<file path="src/hw/sspc_pkg.sv">
// sspc_pkg: shared constants and types of the self sector programming controller
package sspc_pkg;

  // special function register addresses
  localparam logic [7:0] ADDR_ARRAY_SEL = 8'ha7;
  localparam logic [7:0] ADDR_TYPE = 8'hf2;
  localparam logic [7:0] ADDR_KEY1 = 8'hf3;
  localparam logic [7:0] ADDR_KEY2 = 8'hf4;
  localparam logic [7:0] ADDR_KEY3 = 8'hf5;
  localparam logic [7:0] ADDR_KEY4 = 8'hf6;
  localparam logic [7:0] ADDR_PAGE = 8'hf7;
  localparam logic [7:0] ADDR_OFFSET = 8'hfb;
  localparam logic [7:0] ADDR_DATA = 8'hfc;

  // reset values
  localparam logic [7:0] RST_BYTE = 8'h00;
  localparam logic [5:0] RST_PAGE = 6'h00;
  localparam logic [3:0] RST_KEY = 4'h0;
  localparam logic RST_ARRAY_SEL = 1'b0;

  // key values in the order they must be written
  localparam logic [3:0] KEY1_VAL = 4'h5;
  localparam logic [3:0] KEY2_VAL = 4'ha;
  localparam logic [3:0] KEY3_VAL = 4'h9;
  localparam logic [3:0] KEY4_VAL = 4'h6;
  localparam int NUM_KEYS = 4;

  // operation type codes
  localparam logic [7:0] TYPE_ERASE = 8'he6;
  localparam logic [7:0] TYPE_PROG = 8'h6e;

  // field layout
  localparam int ARRAY_SEL_POS = 0;
  localparam int PAGE_W = 6;
  localparam int KEY_W = 4;
  localparam int ADDR_W = 14;
  localparam int MAIN_SECT_LSB = 2;
  localparam int MAIN_SECT_MSB = 5;
  localparam int HIGH_ADDR_MSB = 1;
  localparam logic [9:0] MAIN_SECT_BASE = 10'h000;
  localparam logic [7:0] EE_SECT_BASE = 8'h00;
  localparam logic [3:0] EE_ADDR_PAD = 4'h0;
  localparam logic [7:0] BLANK_BYTE = 8'hff;

  // timing
  localparam int CLK_MHZ = 100;
  localparam int ERASE_MAX_MS = 3;
  localparam int PROG_MAX_US = 30;
  localparam int ERASE_MAX_CYC = ERASE_MAX_MS * 1000 * CLK_MHZ;
  localparam int PROG_MAX_CYC = PROG_MAX_US * CLK_MHZ;
  localparam int TMO_W = 19;
  localparam int SETTLE_CYC = 4;

  // register decode result
  typedef enum logic [3:0] {
    REG_NONE, REG_ARRAY_SEL, REG_TYPE, REG_KEY1, REG_KEY2, REG_KEY3, REG_KEY4,
    REG_PAGE, REG_OFFSET, REG_DATA
  } sspc_reg_e;

endpackage : sspc_pkg

</file>
<file path="src/hw/sspc_op_if.sv">
// sspc_op_if: operation request and result between sequencer and flash port
`timescale 1ns/1ns
interface sspc_op_if;
  logic start;
  logic erase;
  logic ee_sel;
  logic [13:0] addr;
  logic [7:0] wdata;
  logic done;
  logic refused;
  logic timeout;

  modport ctrl (output start, output erase, output ee_sel, output addr, output wdata,
                input done, input refused, input timeout);
  modport port (input start, input erase, input ee_sel, input addr, input wdata,
                output done, output refused, output timeout);
endinterface : sspc_op_if

</file>
<file path="src/hw/sspc_flash_port.sv">
// sspc_flash_port: drives the flash array for one erase or one byte program
`timescale 1ns/1ns
module sspc_flash_port #(
  parameter logic [18:0] ERASE_CYC = 19'(sspc_pkg::ERASE_MAX_CYC),
  parameter logic [18:0] PROG_CYC = 19'(sspc_pkg::PROG_MAX_CYC)
) (
  input wire logic clk_sys_i,
  input wire logic rst_i,
  sspc_op_if.port op,
  output logic fl_rd_o,
  output logic fl_prog_o,
  output logic fl_erase_o,
  output logic fl_ee_sel_o,
  output logic [13:0] fl_addr_o,
  output logic [7:0] fl_wdata_o,
  input wire logic [7:0] fl_rdata_i,
  input wire logic fl_ack_i
);

  typedef enum logic [1:0] {P_IDLE, P_CHECK, P_PROG, P_ERASE} sspc_port_e;

  sspc_port_e state_r, state_nxt;
  logic rd_r, rd_nxt, prog_r, prog_nxt, erase_r, erase_nxt, ee_r, ee_nxt;
  logic [13:0] addr_r, addr_nxt;
  logic [7:0] wdata_r, wdata_nxt;
  logic [18:0] cnt_r, cnt_nxt;
  logic done_r, done_nxt, refused_r, refused_nxt, tmo_r, tmo_nxt;

  // the array is only touched after a successful launch, so an abort never reaches here
  always_comb begin
    state_nxt = state_r;
    rd_nxt = rd_r;
    prog_nxt = prog_r;
    erase_nxt = erase_r;
    ee_nxt = ee_r;
    addr_nxt = addr_r;
    wdata_nxt = wdata_r;
    cnt_nxt = cnt_r + 19'd1;
    done_nxt = 1'b0;
    refused_nxt = 1'b0;
    tmo_nxt = 1'b0;
    case (state_r)
      P_IDLE: begin
        cnt_nxt = 19'd0;
        if (op.start) begin
          ee_nxt = op.ee_sel;
          addr_nxt = op.addr;
          wdata_nxt = op.wdata;
          if (op.erase) begin
            erase_nxt = 1'b1;
            state_nxt = P_ERASE;
          end else begin
            rd_nxt = 1'b1; // blank check before programming
            state_nxt = P_CHECK;
          end
        end
      end
      P_CHECK: begin
        if (fl_ack_i) begin
          rd_nxt = 1'b0;
          cnt_nxt = 19'd0;
          if (fl_rdata_i == sspc_pkg::BLANK_BYTE) begin
            prog_nxt = 1'b1;
            state_nxt = P_PROG;
          end else begin
            refused_nxt = 1'b1; // byte already programmed
            done_nxt = 1'b1;
            state_nxt = P_IDLE;
          end
        end else if (cnt_r == PROG_CYC) begin
          rd_nxt = 1'b0;
          tmo_nxt = 1'b1;
          done_nxt = 1'b1;
          state_nxt = P_IDLE;
        end
      end
      P_PROG: begin
        if (fl_ack_i || cnt_r == PROG_CYC) begin
          prog_nxt = 1'b0;
          tmo_nxt = !fl_ack_i;
          done_nxt = 1'b1;
          state_nxt = P_IDLE;
        end
      end
      default: begin
        if (fl_ack_i || cnt_r == ERASE_CYC) begin
          erase_nxt = 1'b0;
          tmo_nxt = !fl_ack_i;
          done_nxt = 1'b1;
          state_nxt = P_IDLE;
        end
      end
    endcase
  end

  // state registers
  always_ff @(posedge clk_sys_i or posedge rst_i) begin
    if (rst_i) begin
      state_r <= P_IDLE;
      rd_r <= 1'b0;
      prog_r <= 1'b0;
      erase_r <= 1'b0;
      ee_r <= 1'b0;
      addr_r <= 14'h0000;
      wdata_r <= 8'h00;
      cnt_r <= 19'h00000;
      done_r <= 1'b0;
      refused_r <= 1'b0;
      tmo_r <= 1'b0;
    end else begin
      state_r <= state_nxt;
      rd_r <= rd_nxt;
      prog_r <= prog_nxt;
      erase_r <= erase_nxt;
      ee_r <= ee_nxt;
      addr_r <= addr_nxt;
      wdata_r <= wdata_nxt;
      cnt_r <= cnt_nxt;
      done_r <= done_nxt;
      refused_r <= refused_nxt;
      tmo_r <= tmo_nxt;
    end
  end

  assign fl_rd_o = rd_r;
  assign fl_prog_o = prog_r;
  assign fl_erase_o = erase_r;
  assign fl_ee_sel_o = ee_r; // sector size follows the array
  assign fl_addr_o = addr_r;
  assign fl_wdata_o = wdata_r;
  assign op.done = done_r;
  assign op.refused = refused_r;
  assign op.timeout = tmo_r;

endmodule : sspc_flash_port

</file>
<file path="src/hw/sspc_ctrl.sv">
// sspc_ctrl: top of the self sector programming controller on the cpu register bus
//
// Summary of operation
// - first key write must carry 5 in the low nibble, else abort.
// - second key write must carry 0xa, else the pending operation aborts.
// - third key write must carry 0x9, else the pending operation aborts.
// - fourth key write must carry 0x6, else the pending operation aborts.
// - a byte program holds the cpu idle until programming ends.
// - a sector erase holds the cpu idle until the erase ends.
// - array select bit steers code reads and operations; one means eeprom array.
// - erase covers one sector: 256 bytes eeprom, 1024 bytes main.
// - type 0xe6 erases a sector, 0x6e programs a byte, others nothing.
// - main memory page bits 5..2 give sector, bits 1..0 high address.
// - offset register gives the low eight address bits in the sector.
// - a programmed byte cannot be programmed again before sector erase.
`timescale 1ns/1ns
module sspc_ctrl #(
  parameter logic [18:0] ERASE_TIMEOUT_CYC = 19'(sspc_pkg::ERASE_MAX_CYC)
) (
  input wire logic clk_sys_i,
  input wire logic rst_i,
  input wire logic [7:0] sfr_addr_i,
  input wire logic sfr_wr_i,
  input wire logic sfr_rd_i,
  input wire logic [7:0] sfr_wdata_i,
  output logic [7:0] sfr_rdata_o,
  output logic cpu_idle_o,
  output logic ssp_done_o,
  output logic ssp_abort_o,
  output logic ssp_refused_o,
  output logic ssp_timeout_o,
  output logic code_ee_sel_o,
  output logic fl_rd_o,
  output logic fl_prog_o,
  output logic fl_erase_o,
  output logic fl_ee_sel_o,
  output logic [13:0] fl_addr_o,
  output logic [7:0] fl_wdata_o,
  input wire logic [7:0] fl_rdata_i,
  input wire logic fl_ack_i
);

  typedef enum logic [1:0] {S_IDLE, S_KEYS, S_SETTLE, S_RUN} sspc_seq_e;

  // map a bus address onto a register, used by the write and the read path
  function automatic sspc_pkg::sspc_reg_e sspc_decode(input logic [7:0] a);
    if (a == sspc_pkg::ADDR_ARRAY_SEL) begin
      return sspc_pkg::REG_ARRAY_SEL;
    end else if (a == sspc_pkg::ADDR_TYPE) begin
      return sspc_pkg::REG_TYPE;
    end else if (a == sspc_pkg::ADDR_KEY1) begin
      return sspc_pkg::REG_KEY1;
    end else if (a == sspc_pkg::ADDR_KEY2) begin
      return sspc_pkg::REG_KEY2;
    end else if (a == sspc_pkg::ADDR_KEY3) begin
      return sspc_pkg::REG_KEY3;
    end else if (a == sspc_pkg::ADDR_KEY4) begin
      return sspc_pkg::REG_KEY4;
    end else if (a == sspc_pkg::ADDR_PAGE) begin
      return sspc_pkg::REG_PAGE;
    end else if (a == sspc_pkg::ADDR_OFFSET) begin
      return sspc_pkg::REG_OFFSET;
    end else if (a == sspc_pkg::ADDR_DATA) begin
      return sspc_pkg::REG_DATA;
    end else begin
      return sspc_pkg::REG_NONE;
    end
  endfunction : sspc_decode

  // expected nibble for key position 0..3
  function automatic logic [3:0] sspc_key_val(input logic [1:0] k);
    case (k)
      2'd0: return sspc_pkg::KEY1_VAL;
      2'd1: return sspc_pkg::KEY2_VAL;
      2'd2: return sspc_pkg::KEY3_VAL;
      default: return sspc_pkg::KEY4_VAL;
    endcase
  endfunction : sspc_key_val

  // a type code that launches something
  function automatic logic sspc_type_ok(input logic [7:0] t);
    return (t == sspc_pkg::TYPE_ERASE) || (t == sspc_pkg::TYPE_PROG);
  endfunction : sspc_type_ok

  sspc_op_if op_if ();

  sspc_pkg::sspc_reg_e hit;
  logic wr_ok;

  // register file
  logic [5:0] page_r, page_nxt;
  logic [7:0] offset_r, offset_nxt;
  logic [7:0] data_r, data_nxt;
  logic [7:0] type_r, type_nxt;
  logic [3:0] key_r [sspc_pkg::NUM_KEYS];
  logic [3:0] key_nxt [sspc_pkg::NUM_KEYS];
  logic sel_r, sel_nxt;
  logic [7:0] rdata_r, rdata_nxt;

  // sequencer
  sspc_seq_e seq_r, seq_nxt;
  logic [1:0] kidx_r, kidx_nxt;
  logic [2:0] settle_r, settle_nxt;
  logic idle_r, idle_nxt;
  logic start_r, start_nxt;
  logic erase_r, erase_nxt;
  logic ee_r, ee_nxt;
  logic [13:0] addr_r, addr_nxt;
  logic [7:0] wdata_r, wdata_nxt;
  logic done_r, done_nxt, abort_r, abort_nxt, refused_r, refused_nxt, tmo_r, tmo_nxt;

  assign hit = sspc_decode(sfr_addr_i);
  // the cpu is parked while the array works, so writes then are stray and dropped
  assign wr_ok = sfr_wr_i && (seq_r != S_RUN) && (seq_r != S_SETTLE);

  // register writes; reserved bits are not stored and read back as zero
  always_comb begin
    page_nxt = page_r;
    offset_nxt = offset_r;
    data_nxt = data_r;
    type_nxt = type_r;
    sel_nxt = sel_r;
    if (wr_ok) begin
      if (hit == sspc_pkg::REG_PAGE) begin
        page_nxt = sfr_wdata_i[5:0];
      end else if (hit == sspc_pkg::REG_OFFSET) begin
        offset_nxt = sfr_wdata_i;
      end else if (hit == sspc_pkg::REG_DATA) begin
        data_nxt = sfr_wdata_i;
      end else if (hit == sspc_pkg::REG_TYPE) begin
        type_nxt = sfr_wdata_i;
      end else if (hit == sspc_pkg::REG_ARRAY_SEL) begin
        sel_nxt = sfr_wdata_i[sspc_pkg::ARRAY_SEL_POS];
      end
    end
  end

  // one key register per position
  for (genvar g = 0; g < sspc_pkg::NUM_KEYS; g++) begin : g_key
    always_comb begin
      key_nxt[g] = key_r[g];
      if (wr_ok && hit == sspc_pkg::sspc_reg_e'(int'(sspc_pkg::REG_KEY1) + g)) begin
        key_nxt[g] = sfr_wdata_i[3:0];
      end
    end
    always_ff @(posedge clk_sys_i or posedge rst_i) begin
      if (rst_i) begin
        key_r[g] <= sspc_pkg::RST_KEY;
      end else begin
        key_r[g] <= key_nxt[g];
      end
    end
  end

  // read path, registered; unmapped addresses return zero
  always_comb begin
    rdata_nxt = rdata_r;
    if (sfr_rd_i) begin
      case (hit)
        sspc_pkg::REG_ARRAY_SEL: rdata_nxt = {7'h00, sel_r};
        sspc_pkg::REG_TYPE: rdata_nxt = type_r;
        sspc_pkg::REG_KEY1: rdata_nxt = {4'h0, key_r[0]};
        sspc_pkg::REG_KEY2: rdata_nxt = {4'h0, key_r[1]};
        sspc_pkg::REG_KEY3: rdata_nxt = {4'h0, key_r[2]};
        sspc_pkg::REG_KEY4: rdata_nxt = {4'h0, key_r[3]};
        sspc_pkg::REG_PAGE: rdata_nxt = {2'h0, page_r};
        sspc_pkg::REG_OFFSET: rdata_nxt = offset_r;
        sspc_pkg::REG_DATA: rdata_nxt = data_r;
        default: rdata_nxt = 8'h00;
      endcase
    end
  end

  // key sequencer: any write other than the expected key kills the attempt
  always_comb begin
    seq_nxt = seq_r;
    kidx_nxt = kidx_r;
    settle_nxt = settle_r;
    idle_nxt = idle_r;
    start_nxt = 1'b0;
    erase_nxt = erase_r;
    ee_nxt = ee_r;
    addr_nxt = addr_r;
    wdata_nxt = wdata_r;
    done_nxt = 1'b0;
    abort_nxt = 1'b0;
    refused_nxt = 1'b0;
    tmo_nxt = 1'b0;
    case (seq_r)
      S_IDLE: begin
        kidx_nxt = 2'd0;
        if (wr_ok && hit == sspc_pkg::REG_TYPE && sspc_type_ok(sfr_wdata_i)) begin
          seq_nxt = S_KEYS;
        end
      end
      S_KEYS: begin
        if (wr_ok) begin
          if (hit == sspc_pkg::sspc_reg_e'(int'(sspc_pkg::REG_KEY1) + int'(kidx_r)) &&
              sfr_wdata_i[3:0] == sspc_key_val(kidx_r)) begin
            kidx_nxt = kidx_r + 2'd1;
            if (kidx_r == 2'd3) begin
              seq_nxt = S_SETTLE;
              settle_nxt = 3'd0;
              idle_nxt = 1'b1; // park the cpu from launch on
            end
          end else begin
            abort_nxt = 1'b1; // nothing was sent to the array
            kidx_nxt = 2'd0;
            if (hit == sspc_pkg::REG_TYPE && sspc_type_ok(sfr_wdata_i)) begin
              seq_nxt = S_KEYS; // a fresh type write restarts
            end else begin
              seq_nxt = S_IDLE;
            end
          end
        end
      end
      S_SETTLE: begin
        // short pause so the parked cpu has drained before the array starts
        settle_nxt = settle_r + 3'd1;
        if (settle_r == 3'(sspc_pkg::SETTLE_CYC - 1)) begin
          start_nxt = 1'b1;
          erase_nxt = (type_r == sspc_pkg::TYPE_ERASE);
          ee_nxt = sel_r;
          wdata_nxt = data_r;
          seq_nxt = S_RUN;
          if (type_r == sspc_pkg::TYPE_ERASE) begin
            // sector base of the selected array
            if (sel_r) begin
              addr_nxt = {sspc_pkg::EE_ADDR_PAD,
                          page_r[sspc_pkg::HIGH_ADDR_MSB:0], sspc_pkg::EE_SECT_BASE};
            end else begin
              addr_nxt = {page_r[sspc_pkg::MAIN_SECT_MSB:sspc_pkg::MAIN_SECT_LSB],
                          sspc_pkg::MAIN_SECT_BASE};
            end
          end else if (sel_r) begin
            addr_nxt = {sspc_pkg::EE_ADDR_PAD, page_r[sspc_pkg::HIGH_ADDR_MSB:0],
                        offset_r};
          end else begin
            addr_nxt = {page_r, offset_r};
          end
        end
      end
      default: begin
        if (op_if.done) begin
          idle_nxt = 1'b0; // cpu resumes
          done_nxt = 1'b1;
          refused_nxt = op_if.refused;
          tmo_nxt = op_if.timeout;
          seq_nxt = S_IDLE;
        end
      end
    endcase
  end

  // registers of the bus side and sequencer
  always_ff @(posedge clk_sys_i or posedge rst_i) begin
    if (rst_i) begin
      page_r <= sspc_pkg::RST_PAGE;
      offset_r <= sspc_pkg::RST_BYTE;
      data_r <= sspc_pkg::RST_BYTE;
      type_r <= sspc_pkg::RST_BYTE;
      sel_r <= sspc_pkg::RST_ARRAY_SEL;
      rdata_r <= sspc_pkg::RST_BYTE;
      seq_r <= S_IDLE;
      kidx_r <= 2'd0;
      settle_r <= 3'd0;
      idle_r <= 1'b0;
      start_r <= 1'b0;
      erase_r <= 1'b0;
      ee_r <= 1'b0;
      addr_r <= 14'h0000;
      wdata_r <= 8'h00;
      done_r <= 1'b0;
      abort_r <= 1'b0;
      refused_r <= 1'b0;
      tmo_r <= 1'b0;
    end else begin
      page_r <= page_nxt;
      offset_r <= offset_nxt;
      data_r <= data_nxt;
      type_r <= type_nxt;
      sel_r <= sel_nxt;
      rdata_r <= rdata_nxt;
      seq_r <= seq_nxt;
      kidx_r <= kidx_nxt;
      settle_r <= settle_nxt;
      idle_r <= idle_nxt;
      start_r <= start_nxt;
      erase_r <= erase_nxt;
      ee_r <= ee_nxt;
      addr_r <= addr_nxt;
      wdata_r <= wdata_nxt;
      done_r <= done_nxt;
      abort_r <= abort_nxt;
      refused_r <= refused_nxt;
      tmo_r <= tmo_nxt;
    end
  end

  assign op_if.start = start_r;
  assign op_if.erase = erase_r;
  assign op_if.ee_sel = ee_r;
  assign op_if.addr = addr_r;
  assign op_if.wdata = wdata_r;

  // flash array driver
  sspc_flash_port #(
    .ERASE_CYC(ERASE_TIMEOUT_CYC),
    .PROG_CYC(19'(sspc_pkg::PROG_MAX_CYC))
  ) u_port (
    .clk_sys_i(clk_sys_i),
    .rst_i(rst_i),
    .op(op_if.port),
    .fl_rd_o(fl_rd_o),
    .fl_prog_o(fl_prog_o),
    .fl_erase_o(fl_erase_o),
    .fl_ee_sel_o(fl_ee_sel_o),
    .fl_addr_o(fl_addr_o),
    .fl_wdata_o(fl_wdata_o),
    .fl_rdata_i(fl_rdata_i),
    .fl_ack_i(fl_ack_i)
  );

  assign sfr_rdata_o = rdata_r;
  assign cpu_idle_o = idle_r;
  assign ssp_done_o = done_r;
  assign ssp_abort_o = abort_r;
  assign ssp_refused_o = refused_r;
  assign ssp_timeout_o = tmo_r;
  assign code_ee_sel_o = sel_r; // code space reads follow the same bit

endmodule : sspc_ctrl

</file>
<file path="config.mk">
export PLATFORM = sky130hd
export DESIGN_NAME = sspc_ctrl
export DESIGN_NICKNAME = d
export VERILOG_FILES = /design/src/hw/sspc_pkg.sv /design/src/hw/sspc_op_if.sv /design/src/hw/sspc_flash_port.sv /design/src/hw/sspc_ctrl.sv
export SDC_FILE = /design/constraint.sdc
export NUM_CORES = 1
export LEC_CHECK = 0
export ABC_AREA = 0
export BUFFER_PORTS_ARGS = -buffer_cell sky130_fd_sc_hd__buf_2
export CAP_MARGIN = 15
export CORE_MARGIN = 5
export CORE_UTILIZATION = 55
export CTS_BUF_LIST = sky130_fd_sc_hd__clkbuf_4 sky130_fd_sc_hd__clkbuf_8
export DETAILED_ROUTE_END_ITERATION = 8
export PLACE_DENSITY = 0.79
export SETUP_SLACK_MARGIN = 0.15
export SLEW_MARGIN = 20
export SYNTH_ARGS = -nofsm -noshare
export SYNTH_HDL_FRONTEND = slang
export SYNTH_SLANG_ARGS = --single-unit
</file>
<file path="constraint.sdc">
create_clock -name clk_sys_i -period 5.01 [get_ports clk_sys_i]
set_input_delay 1.002 -clock clk_sys_i [delete_from_list [all_inputs] [get_ports clk_sys_i]]
set_output_delay 1.002 -clock clk_sys_i [all_outputs]
set_load 0.05 [all_outputs]
</file>
======== After elaboration in Yosys (flattened, before gate mapping) ========
Cells that the tools add are included.
word-level totals
  register bits ........................... 142
  output and inout port bits .............. 40
  logic and storage cells ................. 218
operators by class
  add/sub/neg operators ................... 4
  equality and inequality tests ........... 49
  mux-type cells .......................... 82
  bitwise logic cells ..................... 6
  reduce and logical (&&, ||, !) cells .... 43
operators with widths
  kind                                             count
  == test 8 bit, second input constant             12
  case mux 8 bit (9 select lines)                  1
  2-to-1 mux 4 bit                                 11
  2-to-1 mux 14 bit                                3
  case mux 19 bit (2 select lines)                 1
  2-to-1 mux 1 bit                                 36
  2-to-1 mux 2 bit                                 15
  AND reduction 4 bit                              6
  inequality test 2 bit, second input constant     11
  adder 19 x 1 -> 19 bit, second input constant    1
  == test 19 x 12 -> 1 bit, second input constant  1
  == test 19 bit, second input constant            1
  2-to-1 mux 19 bit                                1
  == test 4 x 3 -> 1 bit, second input constant    4
  AND reduction 5 bit                              3
  case mux 2 bit (3 select lines)                  2
  case mux 4 bit (3 select lines)                  1
  nonzero test 2 bit                               6
  logical AND 1 bit                                10
  2-to-1 mux 3 bit                                 3
  == test 2 bit, second input constant             4
  == test 4 x 2 -> 1 bit, second input constant    2
  == test 4 bit, second input constant             2
  == test 8 x 7 -> 1 bit, second input constant    1
  other kinds (25)                                 46

======== Logic depth before layout (Yosys ltp) ========
Gate-level depths: netlist (run 1).
  depth in word-level cells ............... 16
  mapped depth ............................ 9

======== Hierarchy ========
A second synthesis (run 1) with hierarchy kept.
second synthesis, totals
  cells, all modules ...................... 597
  area, all modules ....................... 6522.5 um^2
by module, submodules not included
  module           instances  cells each  area each (um^2)  seq. area each (um^2)
  sspc_ctrl        1          393         4226.6            2302.2
  sspc_flash_port  1          204         2296.0            1251.2

======== Least setup slack after synthesis (run 1) ========
No wires, ideal clock.
  kind .................................... input to register
  from .................................... input sfr_addr_i[4]
  to ...................................... register seq_r[0]
  setup time .............................. 0.125 ns
  data arrival time ....................... 2.625 ns
  data required time ...................... 4.885 ns
  setup slack ............................. 2.260 ns
  stages on the path ...................... 6
  path through ............................ or3b_1 > a211oi_2 > o21ai_2 > a221oi_4 > a311o_1 > mux2_4
on the way
  cells in the longest elaborated chain, start to end .. 16
  elaborated cells on any way between the ends .. 31
ends and longest elaborated chain
  what                             RTL line                            RTL
  from (decl)                      sspc_ctrl.sv:22                     input wire logic [7:0] sfr_addr_i,
  == test 8 bit                    sspc_ctrl.sv:63                     end else if (a == sspc_pkg::ADDR_DATA) begin
  2-to-1 mux 4 bit                 sspc_ctrl.sv:63
  2-to-1 mux 4 bit                 sspc_ctrl.sv:61                     end else if (a == sspc_pkg::ADDR_OFFSET) begin
  2-to-1 mux 4 bit                 sspc_ctrl.sv:59                     end else if (a == sspc_pkg::ADDR_PAGE) begin
  2-to-1 mux 4 bit                 sspc_ctrl.sv:57                     end else if (a == sspc_pkg::ADDR_KEY4) begin
  2-to-1 mux 4 bit                 sspc_ctrl.sv:55                     end else if (a == sspc_pkg::ADDR_KEY3) begin
  2-to-1 mux 4 bit                 sspc_ctrl.sv:53                     end else if (a == sspc_pkg::ADDR_KEY2) begin
  2-to-1 mux 4 bit                 sspc_ctrl.sv:51                     end else if (a == sspc_pkg::ADDR_KEY1) begin
  2-to-1 mux 4 bit                 sspc_ctrl.sv:49                     end else if (a == sspc_pkg::ADDR_TYPE) begin
  2-to-1 mux 4 bit (*)             sspc_ctrl.sv:47                     if (a == sspc_pkg::ADDR_ARRAY_SEL) begin
  == test 4 x 2 -> 1 bit           sspc_ctrl.sv:192, sspc_ctrl.sv:209
  logical AND 1 bit                sspc_ctrl.sv:209                    if (hit == sspc_pkg::REG_TYPE && sspc_type_ok(sfr_wdata_i)) begin
  2-to-1 mux 1 bit                 sspc_ctrl.sv:209
  2-to-1 mux 2 bit                 sspc_ctrl.sv:198                    if (hit == sspc_pkg::sspc_reg_e'(int'(sspc_pkg::REG_KEY1) + int'(kidx_r)) &&
  2-to-1 mux 2 bit                 sspc_ctrl.sv:197                    if (wr_ok) begin
  case mux 2 bit (3 select lines)  sspc_ctrl.sv:189                    case (seq_r)
  to (signal assigned)             sspc_ctrl.sv:284                    seq_r <= seq_nxt;
  to (decl)                        sspc_ctrl.sv:101                    sspc_seq_e seq_r, seq_nxt;
Mark *: on every way between the ends. The rest lies on a longest branch, timed or not. The select of a mux whose other input is x is not followed.
A chain may end at the register's enable or synchronous reset.

======== Worst setup path after layout (run 1) ========
  from .................................... input sfr_addr_i[6]
  to ...................................... register type_r[4]
on the way
  cells in the longest elaborated chain, start to end .. 13
  elaborated cells on any way between the ends .. 26
ends and longest elaborated chain
  what                                         RTL line          RTL
  == test 8 bit                                sspc_ctrl.sv:63
  2-to-1 mux 4 bit                             sspc_ctrl.sv:63
  2-to-1 mux 4 bit                             sspc_ctrl.sv:61
  2-to-1 mux 4 bit                             sspc_ctrl.sv:59
  2-to-1 mux 4 bit                             sspc_ctrl.sv:57
  2-to-1 mux 4 bit                             sspc_ctrl.sv:55
  2-to-1 mux 4 bit                             sspc_ctrl.sv:53
  2-to-1 mux 4 bit                             sspc_ctrl.sv:51
  2-to-1 mux 4 bit                             sspc_ctrl.sv:49
  2-to-1 mux 4 bit (*)                         sspc_ctrl.sv:47
  == test 4 bit, or another cell as far along  sspc_ctrl.sv:128  end else if (hit == sspc_pkg::REG_DATA) begin
  inverter 1 bit (no source line)              -
  AND reduction 5 bit (no source line) (*)     -
  to (signal assigned)                         sspc_ctrl.sv:261  type_r <= sspc_pkg::RST_BYTE;
  to (signal assigned)                         sspc_ctrl.sv:281  type_r <= type_nxt;
  to (decl)                                    sspc_ctrl.sv:94   logic [7:0] type_r, type_nxt;
Mark *: on every way between the ends. The rest lies on a longest branch, timed or not.

==> results of run 1 <==
-- per-layer routing --
| layer | up-vias | wire, microns | track usage |
|---|---|---|---|
| met5 | - | 0 | 0 |
| met4 | 0 | 363 | 0.0892 |
| li1 | 2322 | - | - |
| met1 | 2501 | 6570 | 0.301 |
| met3 | 29 | 937 | 0.0468 |
| met2 | 195 | 7060 | 0.329 |
-- area by class of cell --
type	instances	share of cell area
inverter	30	0.0154
timing repair buffer	70	0.0465
tap	147	0.0240
sequential	142	0.465
multi-input combinational	423	0.390
clock inverter	15	0.0285
clock buffer	17	0.0306
-- path summary, 6_finish.rpt --
kind / cells after the start / to / startpoint / slack, ps
setup / recovery: 6 / type_r[4] / sfr_addr_i[6] / 2060
hold / removal: 2 / op_if.wdata[4] / op_if.wdata[4] / 480
setup reg to reg: 6 / addr_r[2] / seq_r[0] / 2210
hold reg to reg: 2 / op_if.wdata[4] / op_if.wdata[4] / 480
max in group asynchronous: 3 / u_port.fl_wdata_o[2] / rst_i / 3220
min in group asynchronous: 2 / ssp_refused_o / rst_i / 730
-- worst max-delay path, stage by stage --
cell,delay [ps]
buf_2,120
nand4_2,370
nor3b_1,510
nand2b_1,260
nor3_2,610
mux2_2,410
-- per-stage QoR --
step	util	cells	power [W]	setup slack, ps	instance area [sq um]
after CTS	0.637	844	0.00272	2110	7650
final	0.637	844	0.00270	2060	7650
after global placement	0.599	812	0.00166	1820	7200
after detailed placement	0.599	812	0.00168	1630	7200
after global routing	0.637	844	0.00282	1890	7650
after floorplan	-	617	0.00157	198	6750
-- state kept, by name, summed over array words and instances (netlist names), 3 cells and up --
register	count
settle_r	3
data_r	8
page_r	6
addr_r	14
u_port.fl_addr_o	14
sfr_rdata_o	8
offset_r	8
op_if.wdata	8
key_r	16
u_port.cnt_r	19
type_r	8
u_port.fl_wdata_o	8
-- Yosys cell counts, types with 2 or more instances --
library cell	count	share of area
o21ai_0	24	0.018
nor2b_1	2	0.0019
xor2_1	9	0.012
a21oi_1	16	0.012
o22ai_1	15	0.014
a222oi_1	2	0.0030
buf_2	6	0.0045
buf_1	3	0.0017
nor3_2	2	0.0030
a31oi_1	3	0.0028
ha_1	17	0.032
nor3b_1	6	0.0067
nor4_4	2	0.0063
nand4b_1	4	0.0052
o21ai_1	2	0.0015
nand4_1	6	0.0056
mux2_2	70	0.12
nand2_1	93	0.052
a22o_1	5	0.0065
o211ai_1	4	0.0045
nand3b_1	6	0.0067
or3_1	6	0.0056
xnor2_1	6	0.0078
o32ai_1	2	0.0026
nor2_1	33	0.018
nor4_1	3	0.0028
and2_1	2	0.0019
nand4bb_1	2	0.0033
a22oi_1	7	0.0078
dfrtp_1	142	0.53
nand3_1	13	0.0096
clkbuf_1	12	0.0067
nand2b_1	5	0.0046
and3_1	9	0.0083
nor3_1	14	0.010
a32oi_1	4	0.0052
mux2i_1	4	0.0059
a311o_1	2	0.0030
inv_1	29	0.016
-- kinds of logic after synthesis --
logic type | synth area share
DFF | 0.527
and+or+nand+nor | 0.165
AOI/OAI and AO/OA | 0.101
buffers and inverters | 0.0306
xor gates and xnor gates | 0.0195
adders and majority gates | 0.0315
muxes | 0.125
-- where the power goes --
| group | internal [W] | leakage, nW | switching (W) |
|---|---|---|---|
| clock | 0.000592 | 0.230 | 0.000446 |
| combinational | 0.000140 | 1.54 | 0.000268 |
| sequential | 0.00120 | 1.94 | 0.0000542 |
==> metrics.txt, run 1 <==
Die Ht 121 microns; main flop type after synthesis dfrtp_1; CP arrival 3290 ps; layout cells sized above 1 0.273; vias 5047; Worst setup SP type input port; largest net degree at the start of global routing 104; commonest non-fill, non-tap cell in the layout dfrtp_1; final number of hold-violating endpoints 0; sequential element share of the synthesized area 0.527; chip width 121 microns; max frequency 339 MHz; row cnt 40; multi-input logic area 2990 sq um; Tmin final 2950 ps; Worst Hold Class reg2reg; Critical Path End Type register; max_slew headroom 0.390; Syn Area/Cell 10.9 sq um; Initial Util 0.562; Cell Pwr Density 354 nW/um^2; crit path max fanout 12; number of fill cells 948; Area growth syn-to-layout 13.4%; Root Buffer clkbuf_8; DR WL/cell 17.7 microns; status finished clean; CTS Buffer Depth 2; grt ovf 0; drt via density 5.98; Sink Count 142; register area 3550 sq um; Routed Antenna Nets 0; Worst Tran Pin Value 913 ps; RSZ-0062 raised after global routing false; Max rail drop VDD 180 uV; Post-synth EDFFs 0; First-pass DRT Iterations 6; synth unique cells 64; iteration-0 DRC count of the detailed router 397; CTS tree done; I/O Pins 69; H-tree depth 4; CTS resizes 0; Synth Register Bits 142; worst endpoint required time 5350 ps; Slew Limit Fails 0; initial antenna violation count 0; die area 14600 sq um; Skew-Pair Late Insertion Delay 460 ps; core area 12000 sq um; NumNets Final 730; Tcrit/Tclk final 0.588; post-synthesis instance total 617; syn nets 663; Synth Warn # 0; ant diodes 0; final setup fails 0; most frequent cells in the layout dfrtp_1, nand2_1, mux2_2; CP Class in2reg; first-pass GRT wire length 24800 microns; leak pwr 3.71 nW; clock transition at the registers of the reported paths 80 ps; routability cong. 0.905; quantity of I/O buffers inserted on ports 68; GRT Overall Usage 0.216; async set-reset flop share out of synthesis 1.00; hpwl dp 10700 microns; Post-CTS Setup Repair Bufs 0; Hold WS 476 ps; max_cap viols 0; vias in the first global route 4875; Cell Area, Synth 6750 sq um; clock skew 12.9 ps; Remaining DRCs 0; Hold-fix buffers, CTS 0; setup tns final 0 ps; total CTS buffers 17; DRT Wirelength 14900 microns
Note: power is estimated with default switching activity, not from simulation.
==> run 2, diff against run 1 <==
CORE_UTILIZATION = 56   (was 55)
PLACE_DENSITY = 0.77   (was 0.79)
clock period = 3 ns   (was 5.01 ns; I/O delays follow)
==> run 2 against run 1 <==
  * Global-route usage grew 0.44 points
  * Register-to-register slack got worse by 1700 ps
  * Flip-flop and latch count did not move
  * Critical endpoint is now data_r[7]
  * Setup slack worse by 1600 ps
  * Clock skew decreased by 5.7 ps
  * Design area increased by 0.72%
  * Critical path depth unchanged
  * Cell count up 1.1%
  * Non-clock buffer count is 11 higher
==> metrics.txt, run 2 (synthesized netlist as in run 1, its figures left out) <==
max_slew headroom 0.453 (+0.0631); hpwl dp 11000 microns (+2.9%); Initial Util 0.566 (+0.00472); status finished clean; Setup WS post-layout 475 ps (-1590 ps); row cnt 40 (unchanged); Placement Setup Slack 381 ps (-1250 ps); clock skew 7.21 ps (-5.69 ps); grt ovf 0 (unchanged); Die Ht 120 microns (-0.82%); crit path max fanout 8 (-4); Max rail drop VDD 280 uV (+55%); multi-input logic area 2990 sq um (unchanged); Skew-Pair Late Insertion Delay 440 ps (-20 ps); CTS Buffer Depth 2 (unchanged); r2r worst-path depth 6 (unchanged); Cell Pwr Density 559 nW/um^2 (+58%); initial antenna violation count 0 (unchanged); placed cells 823 (+1.4%); GRT Overall Usage 0.220 (+0.00444); Post-CTS Setup Repair Bufs 0 (unchanged); number of fill cells 997 (+5.2%); final setup fails 0 (unchanged); Largest regs u_port.cnt_r (19), key_r (16); Largest register FFs 19 (unchanged); DRT Wirelength 15100 microns (+0.89%); max frequency 396 MHz; First-pass DRT Iterations 6 (unchanged); first-pass GRT wire length 25300 microns (+2.0%); vias in the first global route 5057 (+3.7%); vias 5025 (-0.44%); most frequent cells in the layout dfrtp_1, nand2_1, mux2_2; r2r setup slk 470 ps (-1740 ps); RSZ-0062 raised after global routing false; Root Buffer clkbuf_8; Worst Tran Pin Value 819 ps (-94.2 ps); Critical Path End Type register; Sink Count 142 (unchanged); Worst Hold Class in2async; die area 14300 sq um (-1.6%); I/O Pins 69 (unchanged); quantity of I/O buffers inserted on ports 68 (unchanged); CTS resizes 0 (unchanged); Slew Limit Fails 0 (unchanged); clock transition at the registers of the reported paths 70 ps (about the same); Largest Register u_port.cnt_r; iteration-0 DRC count of the detailed router 472 (+19%); setup tns final 0 ps (unchanged); NumNets Final 741 (+1.5%); Area growth syn-to-layout 14.2%; Tcrit/Tclk final 0.842; largest net degree at the start of global routing 45 (-57%); register area 3550 sq um (unchanged); Routed Antenna Nets 0 (unchanged); H-tree depth 4 (unchanged); Hold-fix buffers, CTS 0 (unchanged); CP arrival 2850 ps (-440 ps); worst endpoint required time 3320 ps (-2030 ps); Worst setup SP type register; core area 11900 sq um (-0.83%); commonest non-fill, non-tap cell in the layout dfrtp_1; Reg-to-Reg End data_r[7]; Remaining DRCs 0 (unchanged); ant diodes 0 (unchanged); fin cells 853 (+1.1%); post-layout util 0.647 (+0.00997); CTS tree done; Tmin final 2530 ps; reg2reg start seq_r[0]; chip width 120 microns (-0.82%); CP Class reg2reg; Hold WS 310 ps (-166 ps); routability cong. 0.905 (about the same); total CTS buffers 17 (unchanged); max_cap viols 0 (unchanged); final number of hold-violating endpoints 0 (unchanged); leak pwr 3.74 nW (+0.99%); drt via density 5.89 (-1.5%); DR WL/cell 17.7 microns (-0.17%); layout cells sized above 1 0.282 (+0.00927)
==> run 2: power breakdown <==
part / switching, W / internal, W / leakage (nW)
registers: 0.0000928 / 0.00201 / 1.94
logic: 0.000442 / 0.000240 / 1.60
clock network: 0.000667 / 0.000855 / 0.208
==> run 2: cell type report <==
| cell class | instances | share of cell area |
|---|---|---|
| multi-input combinational | 423 | 0.388 |
| sequential | 142 | 0.461 |
| clock buffer | 24 | 0.0413 |
| inverter | 30 | 0.0151 |
| clock inverter | 6 | 0.0107 |
| timing repair buffer | 81 | 0.0601 |
| tap | 147 | 0.0239 |
==> run 2: worst max path at each step <==
| stage | start | to | slack [ps] | depth (start not counted) |
|---|---|---|---|---|
| finish | seq_r[0] | data_r[7] | 470 | 6 |
| CTS | seq_r[0] | data_r[7] | 490 | 6 |
| global route | seq_r[0] | data_r[2] | 320 | 6 |
| detailed placement | sfr_addr_i[2] | seq_r[0] | 380 | 7 |
| floorplan | rst_i | addr_r[0] | 620 | 1 |
| global placement | sfr_addr_i[2] | seq_r[0] | 430 | 7 |
==> run 2: per-layer routing <==
layer,up-vias,global-route usage,part of all wire
li1,2348,-,-
met4,0,0.0752,0.017
met2,170,0.348,0.48
met5,-,0,0
met1,2484,0.308,0.45
met3,23,0.0419,0.051
==> run 2: metrics by stage <==
step                power, W  instance area [sq um]
floorplan            0.00262                   6750
global placement     0.00279                   7300
detailed placement   0.00282                   7300
CTS                  0.00434                   7700
global route         0.00452                   7700
finish               0.00431                   7700
==> run 2: worst max-delay path: stages (launching register included) <==
cell     delay, ps
dfrtp_1        430
inv_1          110
ha_1           280
or3b_2         570
nor2_1         230
and2_1         410
mux2_2         390
==> run 3, diff against run 2 <==
clock period = 2.35 ns   (was 3 ns; I/O delays follow)
==> run 3 against run 2 <==
  * First-iteration DRC count decreased by 17%
  * Setup slack got worse by 310 ps
  * Die area unchanged
  * Maximum frequency increased by 15%
  * Highest routed layer unchanged
  * Critical path depth increased by 2
  * Clock-buffer cell count decreased by 1
  * Non-clock buffer count increased by 28
  * Combinational power increased by 38%
  * Largest power group unchanged
  * Core utilization increased by 1.9 points
==> metrics.txt, run 3 (synthesized netlist as in run 1, its figures left out) <==
status finished clean; Root Buffer clkbuf_8; Worst Hold Class in2reg; largest net degree at the start of global routing 84 (+87%); instance count on the critical path 8 (+2); vias in the first global route 5120 (+1.2%); Power Total 0.00528 W (+23%); Tcrit/Tclk final 0.932 (+0.0900); leak pwr 3.87 nW (+3.4%); fin cells 882 (+3.4%); Crit path largest cell delay 430 ps (-140 ps); die area 14300 sq um (unchanged); H-tree depth 4 (unchanged); quantity of I/O buffers inserted on ports 68 (unchanged); post-layout util 0.665 (+0.0187); combinational fraction of design power 0.178 (+0.020); First-pass DRT Iterations 6 (unchanged); Largest register FFs 19 (unchanged); most frequent cells in the layout dfrtp_1, nand2_1, mux2_2; Routed Antenna Nets 0 (unchanged); Critical Path Source kidx_r[1]; ant diodes 0 (unchanged); DP Area 7480 sq um (+2.4%); Skew-Pair Late Insertion Delay 440 ps (about the same); placed cells 844 (+2.6%); Worst setup SP type register; DR WL/cell 17.2 microns (-2.6%); total CTS buffers 17 (unchanged); r2r setup slk 160 ps (-310 ps); CTS Buffer Depth 2 (unchanged); clock transition at the registers of the reported paths 70 ps (about the same); r2r worst-path depth 8 (+2); clock skew 9.02 ps (+1.81 ps); commonest non-fill, non-tap cell in the layout dfrtp_1; Critical Path End Type register; hpwl dp 11100 microns (+1.4%); max_cap viols 0 (unchanged); Net Switching 0.00155 W (+29%); row cnt 40 (unchanged); Remaining DRCs 0 (unchanged); grt ovf 0 (unchanged); CTS tree done; DRT Wirelength 15200 microns (+0.69%); Top Family by Delay on Critical Path compound AO/OA/AOI/OAI gates; Max rail drop VDD 296 uV (+5.7%); worst endpoint required time 2680 ps (-640 ps); Largest regs u_port.cnt_r (19), key_r (16); initial antenna violation count 0 (unchanged); Reg-to-Reg End seq_r[0]; Slowest-stage cell, CP dfrtp_1; GRT Overall Usage 0.222 (+0.00152); Tmin final 2190 ps (-336 ps); final number of hold-violating endpoints 0 (unchanged); max frequency 457 MHz (+15%); core area 11900 sq um (unchanged); Cell Pwr Density 666 nW/um^2 (+19%); final instance area 7930 sq um (+2.9%); CP bufs+invs 1 (unchanged); CP cell instances inv_2 > ha_4 > and3_1 > o211ai_1 > a311o_1 > a221oi_4 > a311o_1 > mux2_4; iteration-0 DRC count of the detailed router 390 (-17%); layout cells sized above 1 0.324 (+0.0419); Setup WS post-layout 161 ps (-314 ps); clock share of power 0.315 (-0.038); reg2reg start kidx_r[1]; Initial Util 0.566 (unchanged); drt via density 5.85 (-0.71%); Worst setup endpoint seq_r[0]; routability cong. 0.894 (-1.2%); crit path max fanout 4 (-4); chip width 120 microns (unchanged); Most common cell on crit path a311o_1; final setup fails 0 (unchanged); Worst Tran Pin Value 591 ps (-228 ps); Die Ht 120 microns (unchanged); Largest Register u_port.cnt_r; max_slew headroom 0.603 (+0.150); Sink Count 142 (unchanged); switching share of power 0.293 (+0.0143); NumNets Final 769 (+3.8%); I/O Pins 69 (unchanged); RSZ-0062 raised after global routing true; Slew Limit Fails 0 (unchanged); Area growth syn-to-layout 17.5%; vias 5159 (+2.7%); Placement Setup Slack -50.9 ps (-432 ps); CP Class reg2reg; first-pass GRT wire length 25400 microns (+0.52%); CP arrival 2520 ps (-330 ps); sequential share of power 0.507 (+0.019); Int Power 0.00373 W (+20%)
==> run 3: worst min-delay path by stage <==
stage	startpoint	to	slack, ps	cells past startpoint
3_3_place_gp	rst_i	u_port.cnt_r[7]	390	2
4_1_cts	fl_ack_i	u_port.op.timeout	270	2
5_1_grt	fl_ack_i	u_port.op.timeout	300	2
2_1_floorplan	addr_r[10]	addr_r[10]	430	2
6_report	fl_ack_i	u_port.op.timeout	290	2
3_5_place_dp	rst_i	u_port.cnt_r[8]	380	2
==> run 3: layer usage <==
layer	track usage	part of all wire
met5	0	0
met4	0.0859	0.022
met1	0.304	0.45
met2	0.352	0.47
met3	0.0424	0.052
==> run 3: what timing repair did <==
item / in CTS / in global routing
endpoints found under the hold margin: 3 / 0
resized for setup: 13 / 2
setup endpoints to repair: 28 / 19
setup buffers: 4 / 2
hold buffers: 1 / 0
pin swaps: 3 / 2
==> run 3: cell type report <==
| type | count | area, sq um |
|---|---|---|
| fillers | 907 | 3990 |
| flip-flops and latches | 142 | 3550 |
| multi-input cells | 423 | 3040 |
| repair buffers | 109 | 696 |
| clock buffers | 23 | 292 |
| well taps | 147 | 184 |
| inverters | 30 | 116 |
| clock inverters | 8 | 42.5 |
==> run 3: power groups by stage <==
stage,Combinational [W],Clock (W),Sequential (W)
finish,0.000941,0.00166,0.00268
global route,0.00103,0.00181,0.00269
CTS,0.000922,0.00170,0.00267
detailed placement,0.000883,0,0.00273
global placement,0.000856,0,0.00272
floorplan,0.000546,0,0.00279
==> run 3: per-stage QoR <==
stage               setup TNS, ps  hold WS [ps]
finish                          0           292
floorplan                       0           435
CTS                             0           268
global placement                0           388
detailed placement          -92.8           382
global route                    0           296
